--- config.mk ---
export PLATFORM = sky130hd
export DESIGN_NAME = charging_port_ctrl
export DESIGN_NICKNAME = d
export VERILOG_FILES = /design/src/verilog/charging_port_pkg.sv /design/src/verilog/mode_decode.sv /design/src/verilog/dcp_auto_fsm.sv /design/src/verilog/charging_port_ctrl.sv
export VERILOG_INCLUDE_DIRS = /design/src /design/src/verilog
export SDC_FILE = /design/constraint.sdc
export NUM_CORES = 1
export LEC_CHECK = 0
export ABC_AREA = 1
export BUFFER_PORTS_ARGS = -buffer_cell sky130_fd_sc_hd__buf_2
export CORE_ASPECT_RATIO = 0.7
export CORE_UTILIZATION = 55
export CTS_CLUSTER_DIAMETER = 50
export DETAILED_ROUTE_END_ITERATION = 8
export GPL_TIMING_DRIVEN = 0
export HOLD_SLACK_MARGIN = 0.08
export PLACE_DENSITY = 0.77
export SLEW_MARGIN = 20
export SYNTH_ARGS = -nofsm -noshare
export SYNTH_HDL_FRONTEND = slang
export SYNTH_HIERARCHICAL = 1
export SYNTH_SLANG_ARGS = --single-unit
--- constraint.sdc ---
create_clock -name i_core_clk -period 3.7 [get_ports i_core_clk]
set_clock_uncertainty 0.2 [all_clocks]
set_input_delay 1.11 -clock i_core_clk [delete_from_list [all_inputs] [get_ports i_core_clk]]
set_output_delay 1.11 -clock i_core_clk [all_outputs]
set_load 0.005 [all_outputs]
--- src/verilog/charging_port_params.svh ---
// offsets, field positions, reset values and timing counts of the charging port mode control
`ifndef CHARGING_PORT_PARAMS_SVH
`define CHARGING_PORT_PARAMS_SVH

// ----------------------------------------------------------------------------
// register map
// ----------------------------------------------------------------------------
`define ADDR_CONTROL        8'h00
`define ADDR_STATUS         8'h04
`define ADDR_SHORT_COUNT    8'h08

// control register fields
`define CTRL_SOFT_EN_BIT    0
`define CTRL_REG_MODE_BIT   1
`define CTRL_MODE_LSB       2
`define CTRL_FORCE_DIS_BIT  5
`define CTRL_WIDTH          5
`define CTRL_RESET          5'h01

// status register fields
`define STAT_MODE_LSB       0
`define STAT_ENABLE_BIT     3
`define STAT_CLIMIT_BIT     4
`define STAT_DATA_ON_BIT    5
`define STAT_POWER_ON_BIT   6
`define STAT_DISCHARGE_BIT  7
`define STAT_DCP_LSB        8

// ----------------------------------------------------------------------------
// timing
// ----------------------------------------------------------------------------
`define CLK_FREQ_MHZ        25
`define T_1V2_US            100
`define T_1V2_CYCLES        (`T_1V2_US * `CLK_FREQ_MHZ)
`define T_DISCHARGE_US      100
`define T_DISCHARGE_CYCLES  (`T_DISCHARGE_US * `CLK_FREQ_MHZ)
`define TIMER_WIDTH         12

`endif

--- src/verilog/charging_port_pkg.sv ---
// types and decode functions shared by the charging port mode control
package charging_port_pkg;

    // ------------------------------------------------------------------------
    // modes and states
    // ------------------------------------------------------------------------
    typedef enum logic [1:0] {
        MODE_DCP,
        MODE_CLIENT,
        MODE_SDP,
        MODE_CDP
    } port_mode_type;

    typedef enum logic [1:0] {
        DCP_DIVIDER,
        DCP_ONE_V2,
        DCP_SHORTED
    } dcp_state_type;

    // ------------------------------------------------------------------------
    // pin carriers
    // ------------------------------------------------------------------------
    typedef struct packed {
        logic       enable;         // enable pin, active high
        logic [2:0] mode_sel;       // {mode_select_a, mode_select_b, mode_select_c}
        logic       short_detect;   // attached device answers the shorted scheme
        logic       line_held;      // attached device keeps holding the data line
        logic       current_limit;  // power switch sits in current limit
    } pin_in_type;

    typedef struct packed {
        logic power_on;             // port power switch closed
        logic data_on;              // data-line switches closed
        logic discharge;            // port output discharge active
        logic divider_drive;        // divider_three_scheme bias on both lines
        logic lines_short;          // data lines tied together
        logic pullup_1v2;           // tied lines pulled to the 1.2 V level
    } switch_out_type;

    // ------------------------------------------------------------------------
    // decoding
    // ------------------------------------------------------------------------
    function automatic port_mode_type mode_of(input logic [2:0] sel);
        if (!sel[2]) begin
            mode_of = MODE_DCP;
        end else if (!sel[1]) begin
            mode_of = MODE_CLIENT;
        end else if (!sel[0]) begin
            mode_of = MODE_SDP;
        end else begin
            mode_of = MODE_CDP;
        end
    endfunction : mode_of

    // pattern changes that leave the port output charged
    function automatic logic quiet_change(input logic [2:0] old_sel, input logic [2:0] new_sel);
        quiet_change = (old_sel[2:1] == new_sel[2:1]) && (old_sel[2:1] != 2'b10);
    endfunction : quiet_change

endpackage : charging_port_pkg

--- src/verilog/mode_decode.sv ---
// mode decode and data-switch enable of the charging port
`timescale 1ns/1ps

module mode_decode (
    input  wire logic                          i_enable,
    input  wire logic [2:0]                    i_mode_sel,
    input  wire logic                          i_discharge,
    input  wire logic                          i_dcp_power,
    output charging_port_pkg::port_mode_type   o_mode,
    output logic                               o_data_on,
    output logic                               o_power_on
);

    // ------------------------------------------------------------------------
    // decode
    // ------------------------------------------------------------------------
    wire charging_port_pkg::port_mode_type mode_now = charging_port_pkg::mode_of(i_mode_sel);
    wire pass_mode = (mode_now != charging_port_pkg::MODE_DCP);

    // discharge and a low enable override every mode; current limit has no say here
    assign o_mode     = mode_now;
    assign o_data_on  = i_enable && !i_discharge && pass_mode;

    // client mode blocks port power but keeps data passing
    assign o_power_on = i_enable && !i_discharge &&
                        (mode_now != charging_port_pkg::MODE_CLIENT) &&
                        ((mode_now != charging_port_pkg::MODE_DCP) || i_dcp_power);

endmodule : mode_decode

--- src/verilog/dcp_auto_fsm.sv ---
// dedicated-charging auto-detect state machine
`timescale 1ns/1ps
`include "charging_port_params.svh"

module dcp_auto_fsm #(
    parameter int unsigned ONE_V2_CYCLES = `T_1V2_CYCLES
) (
    input  wire logic                          i_core_clk,
    input  wire logic                          i_rst_n,
    input  wire logic                          i_active,
    input  wire logic                          i_short_detect,
    input  wire logic                          i_line_held,
    output charging_port_pkg::dcp_state_type   o_state,
    output logic                               o_power_on,
    output logic                               o_enter_shorted
);

    charging_port_pkg::dcp_state_type state_reg;
    charging_port_pkg::dcp_state_type state_next;
    logic [`TIMER_WIDTH-1:0]          timer_reg;
    logic [`TIMER_WIDTH-1:0]          timer_next;

    localparam logic [`TIMER_WIDTH-1:0] ONE_V2_LOAD = `TIMER_WIDTH'(ONE_V2_CYCLES - 1);

    // ------------------------------------------------------------------------
    // next state
    // ------------------------------------------------------------------------
    always_comb begin
        state_next = state_reg;
        timer_next = timer_reg;
        case (state_reg)
            charging_port_pkg::DCP_DIVIDER: begin
                if (i_short_detect) begin
                    state_next = charging_port_pkg::DCP_ONE_V2;
                    timer_next = ONE_V2_LOAD;
                end
            end
            charging_port_pkg::DCP_ONE_V2: begin
                if (timer_reg == '0) begin
                    state_next = charging_port_pkg::DCP_SHORTED;
                end else begin
                    timer_next = timer_reg - 1'b1;
                end
            end
            charging_port_pkg::DCP_SHORTED: begin
                if (!i_line_held) begin
                    state_next = charging_port_pkg::DCP_DIVIDER;
                end
            end
            default: begin
                state_next = charging_port_pkg::DCP_DIVIDER;
            end
        endcase
        // leaving auto mode restarts detection in the divider scheme
        if (!i_active) begin
            state_next = charging_port_pkg::DCP_DIVIDER;
            timer_next = '0;
        end
    end

    // ------------------------------------------------------------------------
    // state registers
    // ------------------------------------------------------------------------
    always_ff @(posedge i_core_clk or negedge i_rst_n) begin
        if (!i_rst_n) begin
            state_reg <= charging_port_pkg::DCP_DIVIDER;
            timer_reg <= '0;
        end else begin
            state_reg <= state_next;
            timer_reg <= timer_next;
        end
    end

    // power stays on through every scheme change, so no discharge is asked for
    assign o_state         = state_reg;
    assign o_power_on      = 1'b1;
    assign o_enter_shorted = (state_reg == charging_port_pkg::DCP_ONE_V2) &&
                             (state_next == charging_port_pkg::DCP_SHORTED);

endmodule : dcp_auto_fsm

--- src/verilog/charging_port_ctrl.sv ---
// top of the charging port mode control: pin sync, registers, discharge and switch outputs
//
// The plain strobed port and the placing of the registers were decided locally.
`timescale 1ns/1ps
`include "charging_port_params.svh"

module charging_port_ctrl #(
    parameter int unsigned ONE_V2_CYCLES    = `T_1V2_CYCLES,
    parameter int unsigned DISCHARGE_CYCLES = `T_DISCHARGE_CYCLES
) (
    input  wire logic                           i_core_clk,
    input  wire logic                           i_reset_n,
    input  wire logic [7:0]                     i_addr,
    input  wire logic [31:0]                    i_wdata,
    input  wire logic                           i_wr,
    input  wire logic                           i_rd,
    output logic [31:0]                         o_rdata,
    input  wire charging_port_pkg::pin_in_type  i_pins,
    output charging_port_pkg::switch_out_type   o_switches
);

    localparam int unsigned PIN_W = $bits(charging_port_pkg::pin_in_type);
    localparam logic [`TIMER_WIDTH-1:0] DIS_LOAD = `TIMER_WIDTH'(DISCHARGE_CYCLES - 1);

    // ------------------------------------------------------------------------
    // reset release
    // ------------------------------------------------------------------------
    logic rst_meta_reg;
    logic rst_n_reg;

    // assert at once, release two edges later so no flop leaves reset mid-edge
    always_ff @(posedge i_core_clk or negedge i_reset_n) begin
        if (!i_reset_n) begin
            rst_meta_reg <= 1'b0;
            rst_n_reg    <= 1'b0;
        end else begin
            rst_meta_reg <= 1'b1;
            rst_n_reg    <= rst_meta_reg;
        end
    end

    // ------------------------------------------------------------------------
    // pin synchronisers
    // ------------------------------------------------------------------------
    logic [PIN_W-1:0]              pin_meta_reg;
    logic [PIN_W-1:0]              pin_sync_reg;
    charging_port_pkg::pin_in_type pins;

    // the first stage feeds only the second; all logic reads the second
    genvar gi;
    generate
        for (gi = 0; gi < PIN_W; gi++) begin : g_sync
            always_ff @(posedge i_core_clk or negedge rst_n_reg) begin
                if (!rst_n_reg) begin
                    pin_meta_reg[gi] <= 1'b0;
                    pin_sync_reg[gi] <= 1'b0;
                end else begin
                    pin_meta_reg[gi] <= i_pins[gi];
                    pin_sync_reg[gi] <= pin_meta_reg[gi];
                end
            end
        end
    endgenerate

    assign pins = charging_port_pkg::pin_in_type'(pin_sync_reg);

    // ------------------------------------------------------------------------
    // register decode
    // ------------------------------------------------------------------------
    logic [`CTRL_WIDTH-1:0] ctrl_reg;
    logic [15:0]            short_count_reg;
    logic [15:0]            short_count_next;
    logic [31:0]            rdata_reg;

    wire hit_ctrl  = (i_addr == `ADDR_CONTROL);
    wire hit_stat  = (i_addr == `ADDR_STATUS);
    wire hit_count = (i_addr == `ADDR_SHORT_COUNT);
    wire wr_ctrl   = i_wr && hit_ctrl;
    wire wr_count  = i_wr && hit_count;

    // force-discharge is a write-only strobe, never stored
    wire force_dis = wr_ctrl && i_wdata[`CTRL_FORCE_DIS_BIT];

    // ------------------------------------------------------------------------
    // effective controls
    // ------------------------------------------------------------------------
    wire       soft_en  = ctrl_reg[`CTRL_SOFT_EN_BIT];
    wire       reg_mode = ctrl_reg[`CTRL_REG_MODE_BIT];
    wire [2:0] mode_reg_sel = ctrl_reg[`CTRL_MODE_LSB +: 3];

    // the pin enable always gates; software may only take the port down further
    wire       enable_eff = pins.enable && soft_en;
    wire [2:0] mode_sel   = reg_mode ? mode_reg_sel : pins.mode_sel;

    // ------------------------------------------------------------------------
    // port output discharge
    // ------------------------------------------------------------------------
    logic [2:0]              mode_prev_reg;
    logic [`TIMER_WIDTH-1:0] dis_timer_reg;
    logic [`TIMER_WIDTH-1:0] dis_timer_next;
    logic                    discharging_reg;

    // 000/001, 010/011 and 110/111 swaps keep the output charged
    wire mode_moved  = (mode_sel != mode_prev_reg);
    wire dis_trigger = force_dis ||
                       (mode_moved && !charging_port_pkg::quiet_change(mode_prev_reg, mode_sel));

    assign dis_timer_next = dis_trigger     ? DIS_LOAD :
                            (dis_timer_reg != '0) ? dis_timer_reg - 1'b1 : '0;

    always_ff @(posedge i_core_clk or negedge rst_n_reg) begin
        if (!rst_n_reg) begin
            mode_prev_reg   <= 3'h0;
            dis_timer_reg   <= '0;
            discharging_reg <= 1'b0;
        end else begin
            mode_prev_reg   <= mode_sel;
            dis_timer_reg   <= dis_timer_next;
            discharging_reg <= dis_trigger || (dis_timer_reg != '0);
        end
    end

    // ------------------------------------------------------------------------
    // mode decode and detection
    // ------------------------------------------------------------------------
    charging_port_pkg::port_mode_type  mode;
    charging_port_pkg::dcp_state_type  dcp_state;
    logic                              dcp_power;
    logic                              data_on;
    logic                              power_on;
    logic                              enter_shorted;

    wire dcp_active = enable_eff && (mode == charging_port_pkg::MODE_DCP) && !discharging_reg;

    mode_decode u_mode_decode (
        .i_enable    (enable_eff),
        .i_mode_sel  (mode_sel),
        .i_discharge (discharging_reg),
        .i_dcp_power (dcp_power),
        .o_mode      (mode),
        .o_data_on   (data_on),
        .o_power_on  (power_on)
    );

    dcp_auto_fsm #(
        .ONE_V2_CYCLES (ONE_V2_CYCLES)
    ) u_dcp_auto_fsm (
        .i_core_clk      (i_core_clk),
        .i_rst_n         (rst_n_reg),
        .i_active        (dcp_active),
        .i_short_detect  (pins.short_detect),
        .i_line_held     (pins.line_held),
        .o_state         (dcp_state),
        .o_power_on      (dcp_power),
        .o_enter_shorted (enter_shorted)
    );

    // ------------------------------------------------------------------------
    // line bias of the active charging scheme
    // ------------------------------------------------------------------------
    wire bias_divider = dcp_active && (dcp_state == charging_port_pkg::DCP_DIVIDER);
    wire bias_1v2     = dcp_active && (dcp_state == charging_port_pkg::DCP_ONE_V2);
    wire bias_short   = dcp_active && (dcp_state != charging_port_pkg::DCP_DIVIDER);

    // ------------------------------------------------------------------------
    // switch outputs
    // ------------------------------------------------------------------------
    // current limit is not an input here on purpose: the switches ride through it
    // pattern 111 leaves the data path closed while the cdp handshake runs
    charging_port_pkg::switch_out_type sw_next;
    charging_port_pkg::switch_out_type sw_reg;

    assign sw_next.power_on      = power_on;
    assign sw_next.data_on       = data_on;
    assign sw_next.discharge     = discharging_reg;
    assign sw_next.divider_drive = bias_divider;
    assign sw_next.lines_short   = bias_short;
    assign sw_next.pullup_1v2    = bias_1v2;

    always_ff @(posedge i_core_clk or negedge rst_n_reg) begin
        if (!rst_n_reg) begin
            sw_reg <= '0;
        end else begin
            sw_reg <= sw_next;
        end
    end

    assign o_switches = sw_reg;

    // ------------------------------------------------------------------------
    // control and counter registers
    // ------------------------------------------------------------------------
    // an entry into shorted mode in the clearing cycle still counts
    always_comb begin
        short_count_next = short_count_reg;
        if (wr_count) begin
            short_count_next = 16'h0000;
        end
        if (enter_shorted) begin
            short_count_next = wr_count ? 16'h0001 : short_count_reg + 16'h0001;
        end
    end

    always_ff @(posedge i_core_clk or negedge rst_n_reg) begin
        if (!rst_n_reg) begin
            ctrl_reg        <= `CTRL_RESET;
            short_count_reg <= 16'h0000;
        end else begin
            if (wr_ctrl) begin
                ctrl_reg <= i_wdata[`CTRL_WIDTH-1:0];
            end
            short_count_reg <= short_count_next;
        end
    end

    // ------------------------------------------------------------------------
    // read path
    // ------------------------------------------------------------------------
    logic [31:0] status_word;
    logic [31:0] rdata_next;

    always_comb begin
        status_word = 32'h0000_0000;
        status_word[`STAT_MODE_LSB +: 3]  = mode_sel;
        status_word[`STAT_ENABLE_BIT]     = enable_eff;
        status_word[`STAT_CLIMIT_BIT]     = pins.current_limit;
        status_word[`STAT_DATA_ON_BIT]    = sw_reg.data_on;
        status_word[`STAT_POWER_ON_BIT]   = sw_reg.power_on;
        status_word[`STAT_DISCHARGE_BIT]  = sw_reg.discharge;
        status_word[`STAT_DCP_LSB +: 2]   = dcp_state;
    end

    // unmapped addresses read as zero
    assign rdata_next = !i_rd     ? 32'h0000_0000 :
                        hit_ctrl  ? {27'h000_0000, ctrl_reg} :
                        hit_stat  ? status_word :
                        hit_count ? {16'h0000, short_count_reg} : 32'h0000_0000;

    always_ff @(posedge i_core_clk or negedge rst_n_reg) begin
        if (!rst_n_reg) begin
            rdata_reg <= 32'h0000_0000;
        end else begin
            rdata_reg <= rdata_next;
        end
    end

    assign o_rdata = rdata_reg;

endmodule : charging_port_ctrl

=== Word level (Yosys, flattened, before mapping) ===
Cells that the tools add are included.

* RAM bits: 0
* Output and inout port bits: 38
* Bits in read-only memories: 0
* Memories kept: 0
* Bits of input ports: 51
* Flip-flop bits (word level): 105
* Logic and storage cells: 95
* Bits in latches: 0

* Eq/ne operators: 12
* $add $sub $neg: 3
* Shifts and indexed selects: 0
* Reductions and logical operators: 28
* Mux-type cells: 22
* Divide/modulo/power cells: 0
* Bitwise logic cells: 0
* Magnitude comparators: 0
* Multipliers: 0

{| class="wikitable"
|+ Operators by type and width
! cell !! number
|-
| $mux 32 || 3
|-
| $mux 16 || 4
|-
| $mux 12 || 5
|-
| $pmux 12 s2 || 1
|-
| $sub 12x1->12 const B || 2
|-
| $add 16x1->16 const B || 1
|-
| $logic_and 1x1->1 || 15
|-
| $logic_not 12->1 || 1
|-
| $mux 2 || 6
|-
| $reduce_bool 12->1 || 1
|-
| $eq 8x3->1 const B || 1
|-
| $eq 8x4->1 const B || 1
|-
| $logic_not 8->1 || 1
|-
| $ne 3x3->1 const B || 2
|-
| $pmux 2 s3 || 1
|-
| $reduce_bool 2->1 || 3
|-
| $eq 2x2->1 const B || 2
|-
| $logic_not 2->1 || 2
|-
| $mux 3 || 1
|-
| $ne 3x1->1 const B || 1
|-
| $ne 3x3->1 || 1
|-
| $reduce_and 3->1 || 1
|-
| $eq 2x1->1 const B || 1
|-
| $eq 2x2->1 || 1
|-
| other kinds (5) || 7
|}

=== Longest topological paths before layout ===
Gate-level depths: netlist (run 1).

* Depth in word-level cells: 11
* Gate-level depth with buffers: 19
* Gate-level depth less buffers: 19

=== Modules after synthesis ===
Netlist (run 1), hierarchy kept.

{| class="wikitable"
|+ Modules (own cells, without submodules)
! module !! cells an instance !! times used !! area each (µm²)
|-
| charging_port_ctrl || 407 || 1 || 3462.1
|-
| dcp_auto_fsm || 136 || 1 || 910.9
|-
| mode_decode || 10 || 1 || 46.3
|}

=== Worst setup path after synthesis (run 1) ===
OpenSTA, ideal clock, no wires.

* Kind: flip-flop to flip-flop
* Start point: register ctrl_reg[1]
* End point: register short_count_reg[8]
* Period minus slack after synthesis: 2644 ps
* Buffers on the path: 0
* Required time: 3381 ps
* Cell stages (with the launch flop): 18
* Setup slack: 1056 ps
* Data arrival time: 2325 ps
* Cell sequence: dfrtp_1 inv_2 nand2_1 nand2_2 nand2_2 inv_1 nor3_1 nand2_1 inv_1 inv_1 nor2_1 inv_1 nor2_1 nand3_1 nor3_2 nand2_1 o21ai_2 nor2_1

* Elaborated cells on any way between the ends: 12

{| class="wikitable"
|+ RTL lines
! element !! line !! text
|-
| start, declared || charging_port_ctrl.sv:70 || <nowiki>logic [`CTRL_WIDTH-1:0] ctrl_reg;</nowiki>
|-
| start signal, assigned || charging_port_ctrl.sv:206 || <nowiki>ctrl_reg <= `CTRL_RESET;</nowiki>
|-
| start signal, assigned || charging_port_ctrl.sv:210 || <nowiki>ctrl_reg <= i_wdata[`CTRL_WIDTH-1:0];</nowiki>
|-
| $mux 3 (*) || charging_port_ctrl.sv:93 || <nowiki>wire [2:0] mode_sel = reg_mode ? mode_reg_sel : pins.mode_sel;</nowiki>
|-
| via mode_sel[2] || charging_port_ctrl.sv:93 ||
|-
| $mux 2 (*) || charging_port_pkg.sv:44 || <nowiki>if (!sel[2]) begin</nowiki>
|-
| via mode[1] || charging_port_ctrl.sv:126 || <nowiki>charging_port_pkg::port_mode_type mode;</nowiki>
|-
| $logic_not 2->1 (*) || charging_port_ctrl.sv:133 || <nowiki>wire dcp_active = enable_eff && (mode == charging_port_pkg::MODE_DCP) && !discharging_reg;</nowiki>
|-
| $logic_and 1x1->1 (*) (2 in a row) || charging_port_ctrl.sv:133 ||
|-
| via dcp_active || charging_port_ctrl.sv:133 ||
|-
| $mux 2 (*) || dcp_auto_fsm.sv:55 || <nowiki>if (!i_active) begin</nowiki>
|-
| $eq 2x2->1 (*) || dcp_auto_fsm.sv:78 || <nowiki>(state_next == charging_port_pkg::DCP_SHORTED);</nowiki>
|-
| $logic_and 1x1->1 (*) || dcp_auto_fsm.sv:77 || <nowiki>assign o_enter_shorted = (state_reg == charging_port_pkg::DCP_ONE_V2) &&</nowiki>
|-
| via enter_shorted || charging_port_ctrl.sv:131 || <nowiki>logic enter_shorted;</nowiki>
|-
| $mux 16 / $reduce_bool 2->1 (equally long branches) || - ||
|-
| end signal, assigned || charging_port_ctrl.sv:212 || <nowiki>short_count_reg <= short_count_next;</nowiki>
|-
| end, declared || charging_port_ctrl.sv:71 || <nowiki>logic [15:0] short_count_reg;</nowiki>
|}

The timed path passes the listed nets; every way through them passes the cells marked *.
A chain may end at the register's enable or synchronous reset.

=== Worst setup path after layout (run 1) ===
Ends and elaborated chain as after synthesis.

==> key figures, run 1 <==
Worst setup path
  • Crit end category: flip-flop
  • R2r startpoint: ctrl_reg[1]
  • RR Endpoint: short_count_reg[8]
  • CP required: 3.73 ns
  • Slowest cell on the critical path: dfrtp_1
  • CP Cell Sequence: inv_2 -> nand2_1 -> nand2_2 -> nand2_2 -> inv_1 -> nor3_1 -> nand2_1 -> inv_1 -> inv_1 -> nor2_1 -> inv_1 -> nor2_2 -> nand3_1 -> nor3_2 -> nand2_1 -> o21ai_2 -> nor2_1
  • Critical path arrival: 3.26 ns
  • Crit-path max FO: 7
  • Crit path capture: short_count_reg[8]
  • Delay of the slowest cell on the worst path: 0.47 ns
  • Startpoint Class: flip-flop
  • R2r setup slk: 0.47 ns
  • CP dominant cell by count: inv_1
  • Crit path kind: reg2reg
  • Critical Path Source: ctrl_reg[1]
  • Worst r2r path cells: 17

Floorplan
  • IO Pins: 89
  • Core box area: 7550 um2
  • Row Count: 26
  • Die extent in y: 77.0 um
  • Initial Util: 0.586
  • Die Wd: 109 um
  • Die Footprint: 8400 um2

STA
  • Final hold vios: 0
  • RSZ-0062 raised after global routing: no
  • Fin crit share: 0.873
  • WHS: 0.146 ns
  • Final setup violation count: 0
  • Least-Margin Pin Slew: 0.629 ns
  • Final setup margin: 0.470 ns
  • Slew Limit Fails: 0
  • TNS Setup: 0 ns
  • Final min period: 3.23 ns
  • Fmax: 310 MHz
  • Max_slew headroom: 0.581

Power
  • Peak supply drop: 369 uV
  • Power per cell area: 424 nW/um2
  • Leak pwr: 2.79 nW

Global route
  • Largest net degree at the start of global routing: 49
  • GRT overflow: 0
  • Vias in the first global route: 3446
  • Global-route wire length before repair: 15700 um
  • Initial antenna violation count: 0
  • Tot GR Track Use: 0.244

Clocking
  • H-tree levels: 3
  • CTS root buf: clkbuf_16
  • TritonCTS clock tree: yes
  • Clk pin slew, worst setup/hold paths: 0.07 ns
  • Clock Tree Buf Depth: 2
  • Clock Sinks: 89
  • Post-CTS Hold Buffers: 0
  • CTS buffer count: 9
  • Clk_lat worst skew: 0.35 ns

Finish
  • Non-Filler Instances: 729
  • N_diodes: 0
  • Final #Nets: 681
  • Fraction of layout cells with a size suffix above 1: 0.204
  • Layout area overhead: 16.2%
  • Core Util, Final: 0.680

Synth
  • Ys flop type: dfrtp_1
  • Synth top area share: 0.498
  • Most frequent cell after synthesis: nand2_1
  • Number of synthesized register bits: 89
  • Register area share after synthesis: 0.504
  • Post-synth top cells: nand2_1 (145), dfrtp_1 (88), nor2_1 (69), inv_1 (61), nand3_1 (58)
  • Post-synth EDFFs: 0
  • Avg Synthesized Cell Area: 7.99 um2
  • Synth async-reset ratio: 1.00
  • Netlist cell types: 33
  • Syn Std Cell Area: 4420 um2
  • Cell taking the most area after synthesis: dfrtp_1
  • Area contributors post-synth: dfrtp_1 (50%), nand2_1 (12%), nand3_1 (6.6%), nor2_1 (5.9%), inv_1 (5.2%)
  • Syn Inst Count: 553
  • Synth warn: 6

Routing
  • Vias per cell: 5.02
  • Initial drt markers: 245
  • DR DRC count: 0
  • Detailed-route via count: 3660
  • Routed wire length: 9190 um
  • ANT nets after route: 0
  • Drt first pass iters: 6
  • Avg WL per Cell: 12.6 um

Place
  • Placed insts: 713
  • DP HPWL: 6850 um
  • Port Buffers: 46
  • Pre-CTS setup slack: 0.390 ns
  • Routability Congestion: 0.879

Job
  • Max_cap viols: 0

Run status
  • Status: complete, no violations

Worst hold path
  • Hold/Removal Path Class: reg2async
-- where the power goes --
group	internal (W)	switching, W
clock	0.000460	0.000388
sequential	0.00103	0.0000411
combinational	0.000102	0.000159
total	0.00159	0.000588
-- worst max-delay path, delay by kind of cell (launching register included) --
family | cells | cell delay (ns)
and+or+nand+nor | 11 | 1.69
DFF | 1 | 0.47
buffers and inverters | 5 | 0.62
AOI/OAI and AO/OA | 1 | 0.13
-- timing repair --
item                       CTS  global route
setup endpoints to repair    0             1
resized for setup            0             1
setup buffers                0             0
-- per-layer routing --
layer	wire length [um]	share of wire	vias up	GRT usage
met5	0	0	-	0
met4	87	0.0095	0	0.0770
met3	705	0.077	10	0.0714
met2	3990	0.43	123	0.361
met1	4410	0.48	1676	0.342
li1	-	-	1851	-
-- logic make-up after synthesis --
kind of cell | synth area share
simple gates | 0.316
xor+xnor | 0.00396
other cells | 0.00255
flops | 0.504
buf+inv | 0.101
compound gates | 0.0609
fa+ha+maj | 0.0113
-- how the worst min path moves through the flow --
| stage | startpoint | to | cells past startpoint |
|---|---|---|---|
| after CTS | pin_meta_reg[4] | pin_sync_reg[4] | 0 |
| after detailed placement | pin_meta_reg[4] | pin_sync_reg[4] | 0 |
| final | rst_n_reg | pin_sync_reg[0] | 0 |
| after floorplan | pin_meta_reg[0] | pin_sync_reg[0] | 0 |
| after global placement | pin_meta_reg[4] | pin_sync_reg[4] | 0 |
| after global routing | pin_meta_reg[4] | pin_sync_reg[4] | 0 |
-- area by class of cell --
cell class,count,area [um2]
buffer,21,160
clock buffer,9,225
clock inverter,7,55.1
fill,627,2410
inverter,74,288
multi-input combinational,384,1800
sequential,89,2230
tap,98,123
timing repair buffer,47,250
-- through the flow --
step | power, W | area (um2)
after floorplan | 0.00127 | 4480
after global placement | 0.00133 | 4830
after detailed placement | 0.00134 | 4850
after CTS | 0.00219 | 5130
after global routing | 0.00228 | 5130
final | 0.00218 | 5130
-- layout by cell type, fill, tap and decap left out, types with 4 or more instances in the layout --
master and count:
a21oi_1 25, buf_2 48, buf_4 17, clkbuf_16 9, clkinv_4 4, conb_1 18
dfrtp_1 87, ha_1 4, inv_1 61, inv_2 11, nand2_1 145, nand2_2 7
nand3_1 58, nor2_1 68, nor2_2 5, nor2_4 5, nor3_1 12, o21ai_0 7
o21ai_1 7
No activity file was read; power rests on OpenSTA's default activity.
==> inputs of run 2 (changes only) <==
==> constraint.sdc (replaced) <==
create_clock -name i_core_clk -period 3.38 [get_ports i_core_clk]
set_clock_uncertainty 0.2 [all_clocks]
set_input_delay 1.014 -clock i_core_clk [delete_from_list [all_inputs] [get_ports i_core_clk]]
set_output_delay 1.014 -clock i_core_clk [all_outputs]
set_load 0.005 [all_outputs]
==> key figures, run 2 (synthesized netlist as in run 1, its figures left out) <==
STA
  • Fin crit share: 0.893 (+0.0197)
  • RSZ-0062 raised after global routing: no
  • Final hold vios: 0 (unchanged)
  • TNS Setup: 0 ns (unchanged)
  • Least-Margin Pin Slew: 0.624 ns (-0.00470 ns)
  • Final setup margin: 0.363 ns (-0.107 ns)
  • Fmax: 331 MHz (+7.0%)
  • Max_slew headroom: 0.584 (+0.00314)
  • Final min period: 3.02 ns (-0.213 ns)
  • Slew Limit Fails: 0 (unchanged)
  • Final setup violation count: 0 (unchanged)

Routing
  • Drt first pass iters: 5 (-1)
  • Initial drt markers: 230 (-6.1%)
  • DR DRC count: 0 (unchanged)
  • Avg WL per Cell: 12.6 um (-0.12%)
  • Routed wire length: 9180 um (-0.12%)
  • Vias per cell: 4.99 (-0.55%)
  • ANT nets after route: 0 (unchanged)
  • Detailed-route via count: 3640 (-0.55%)

Clocking
  • Clock Tree Buf Depth: 2 (unchanged)
  • CTS buffer count: 9 (unchanged)
  • H-tree levels: 3 (unchanged)
  • Post-CTS Hold Buffers: 0 (unchanged)
  • CTS root buf: clkbuf_16
  • Clk pin slew, worst setup/hold paths: 0.07 ns (about the same)
  • TritonCTS clock tree: yes
  • Clk_lat worst skew: 0.34 ns (about the same)
  • Clock Sinks: 89 (unchanged)

Finish
  • N_diodes: 0 (unchanged)
  • Layout area overhead: 16.4%
  • Commonest non-fill, non-tap cells in the layout: nand2_1 (145), dfrtp_1 (87), nor2_1 (68), inv_1 (60), nand3_1 (58)
  • # fillers: 624 (-0.48%)
  • Commonest non-fill, non-tap cell in the layout: nand2_1
  • Core Util, Final: 0.682 (+0.00149)
  • Fraction of layout cells with a size suffix above 1: 0.206 (+0.00158)
  • Final #Nets: 681 (unchanged)

Power
  • Tot Pwr: 0.00238 W (+9.4%)
  • Power per cell area: 463 nW/um2 (+9.2%)
  • Peak supply drop: 407 uV (+10%)
  • Leak pwr: 2.79 nW (about the same)

Floorplan
  • Die Wd: 109 um (unchanged)
  • Die extent in y: 77.0 um (unchanged)
  • IO Pins: 89 (unchanged)
  • Die Footprint: 8400 um2 (unchanged)
  • Row Count: 26 (unchanged)
  • Core box area: 7550 um2 (unchanged)
  • Initial Util: 0.586 (unchanged)

Global route
  • Initial antenna violation count: 0 (unchanged)
  • Vias in the first global route: 3446 (unchanged)
  • Tot GR Track Use: 0.244 (unchanged)
  • Largest net degree at the start of global routing: 49 (unchanged)
  • GRT overflow: 0 (unchanged)
  • Global-route wire length before repair: 15700 um (unchanged)

Worst setup path
  • R2r startpoint: ctrl_reg[1]
  • R2r setup slk: 0.36 ns (-0.11 ns)
  • Crit end category: flip-flop
  • Critical Path Source: ctrl_reg[1]
  • Worst r2r path cells: 17 (unchanged)
  • RR Endpoint: short_count_reg[9]
  • Crit path kind: reg2reg
  • Startpoint Class: flip-flop
  • Crit-path max FO: 7 (unchanged)
  • Critical path arrival: 3.05 ns (-0.21 ns)
  • CP required: 3.41 ns (-0.32 ns)

Worst hold path
  • Hold/Removal Path Class: reg2async

Place
  • Routability Congestion: 0.879 (unchanged)
  • DP HPWL: 6850 um (unchanged)
  • Port Buffers: 46 (unchanged)
  • Pre-CTS setup slack: 0.0701 ns (-0.320 ns)

Job
  • Max_cap viols: 0 (unchanged)

Run status
  • Status: complete, no violations
## run 2: changes by cell type in the layout (fill, tap and decap cells not counted)
cell and change:
nor2_2 -1, inv_2 +1, nor2_4 +1, nor3_2 -1
inv_1 -1, nor3_4 +1
## run 2: what timing repair did
item | in CTS | in global routing
resized for setup | 0 | 4
setup buffers | 0 | 0
setup endpoints to repair | 0 | 13
## run 2: layout make-up
| type | count | area [um2] | area share |
|---|---|---|---|
| timing repair buffer | 47 | 250 | 0.0486 |
| tap | 98 | 123 | 0.0238 |
| clock buffer | 9 | 225 | 0.0438 |
| buffer | 21 | 160 | 0.0311 |
| inverter | 74 | 288 | 0.0559 |
| clock inverter | 7 | 55.1 | 0.0107 |
| sequential | 89 | 2230 | 0.434 |
| multi-input combinational | 384 | 1810 | 0.352 |
## run 2: report_power, final
part	switching [W]	total (W)	internal, W	leakage [nW]
clock	0.000424	0.000928	0.000504	0.132
sequential	0.0000450	0.00117	0.00112	1.13
combinational	0.000174	0.000286	0.000112	1.53
total	0.000643	0.00238	0.00174	2.79
## run 2: stage by stage
step | hold slack, ns | cells | cell area (um2)
3_3_place_gp | 0.133 | 712 | 4830
2_1_floorplan | 0.131 | 568 | 4480
4_1_cts | 0.151 | 729 | 5130
5_1_grt | 0.163 | 729 | 5150
6_report | 0.148 | 729 | 5150
3_5_place_dp | 0.136 | 713 | 4850
## run 2: metal layers
metal | up-vias | track usage | share of wire
met5 | - | 0 | 0
met4 | 0 | 0.0770 | 0.0095
met3 | 10 | 0.0714 | 0.080
met2 | 118 | 0.361 | 0.43
met1 | 1667 | 0.342 | 0.48
li1 | 1845 | - | -
## run 2: critical path, stage by stage (launching register included)
cell and delay, ns:
dfrtp_1 0.47, inv_2 0.10, nand2_1 0.08, nand2_2 0.11
nand2_2 0.11, inv_1 0.04, nor3_1 0.17, nand2_1 0.16
inv_2 0.16, inv_1 0.12, nor2_1 0.11, inv_1 0.12
nor2_4 0.21, inv_1 0.12, nor2_1 0.25, nand3_1 0.17
o21ai_2 0.15, nor2_1 0.05
## run 2: worst max-delay path by stage
stage	endpoint	slack [ns]	cells after the start
floorplan	ctrl_reg[1]	0.52	0
global placement	o_rdata[15]	-0.36	0
detailed placement	short_count_reg[10]	0.07	18
CTS	short_count_reg[9]	0.04	17
global route	short_count_reg[10]	0.09	18
finish	short_count_reg[9]	0.36	17
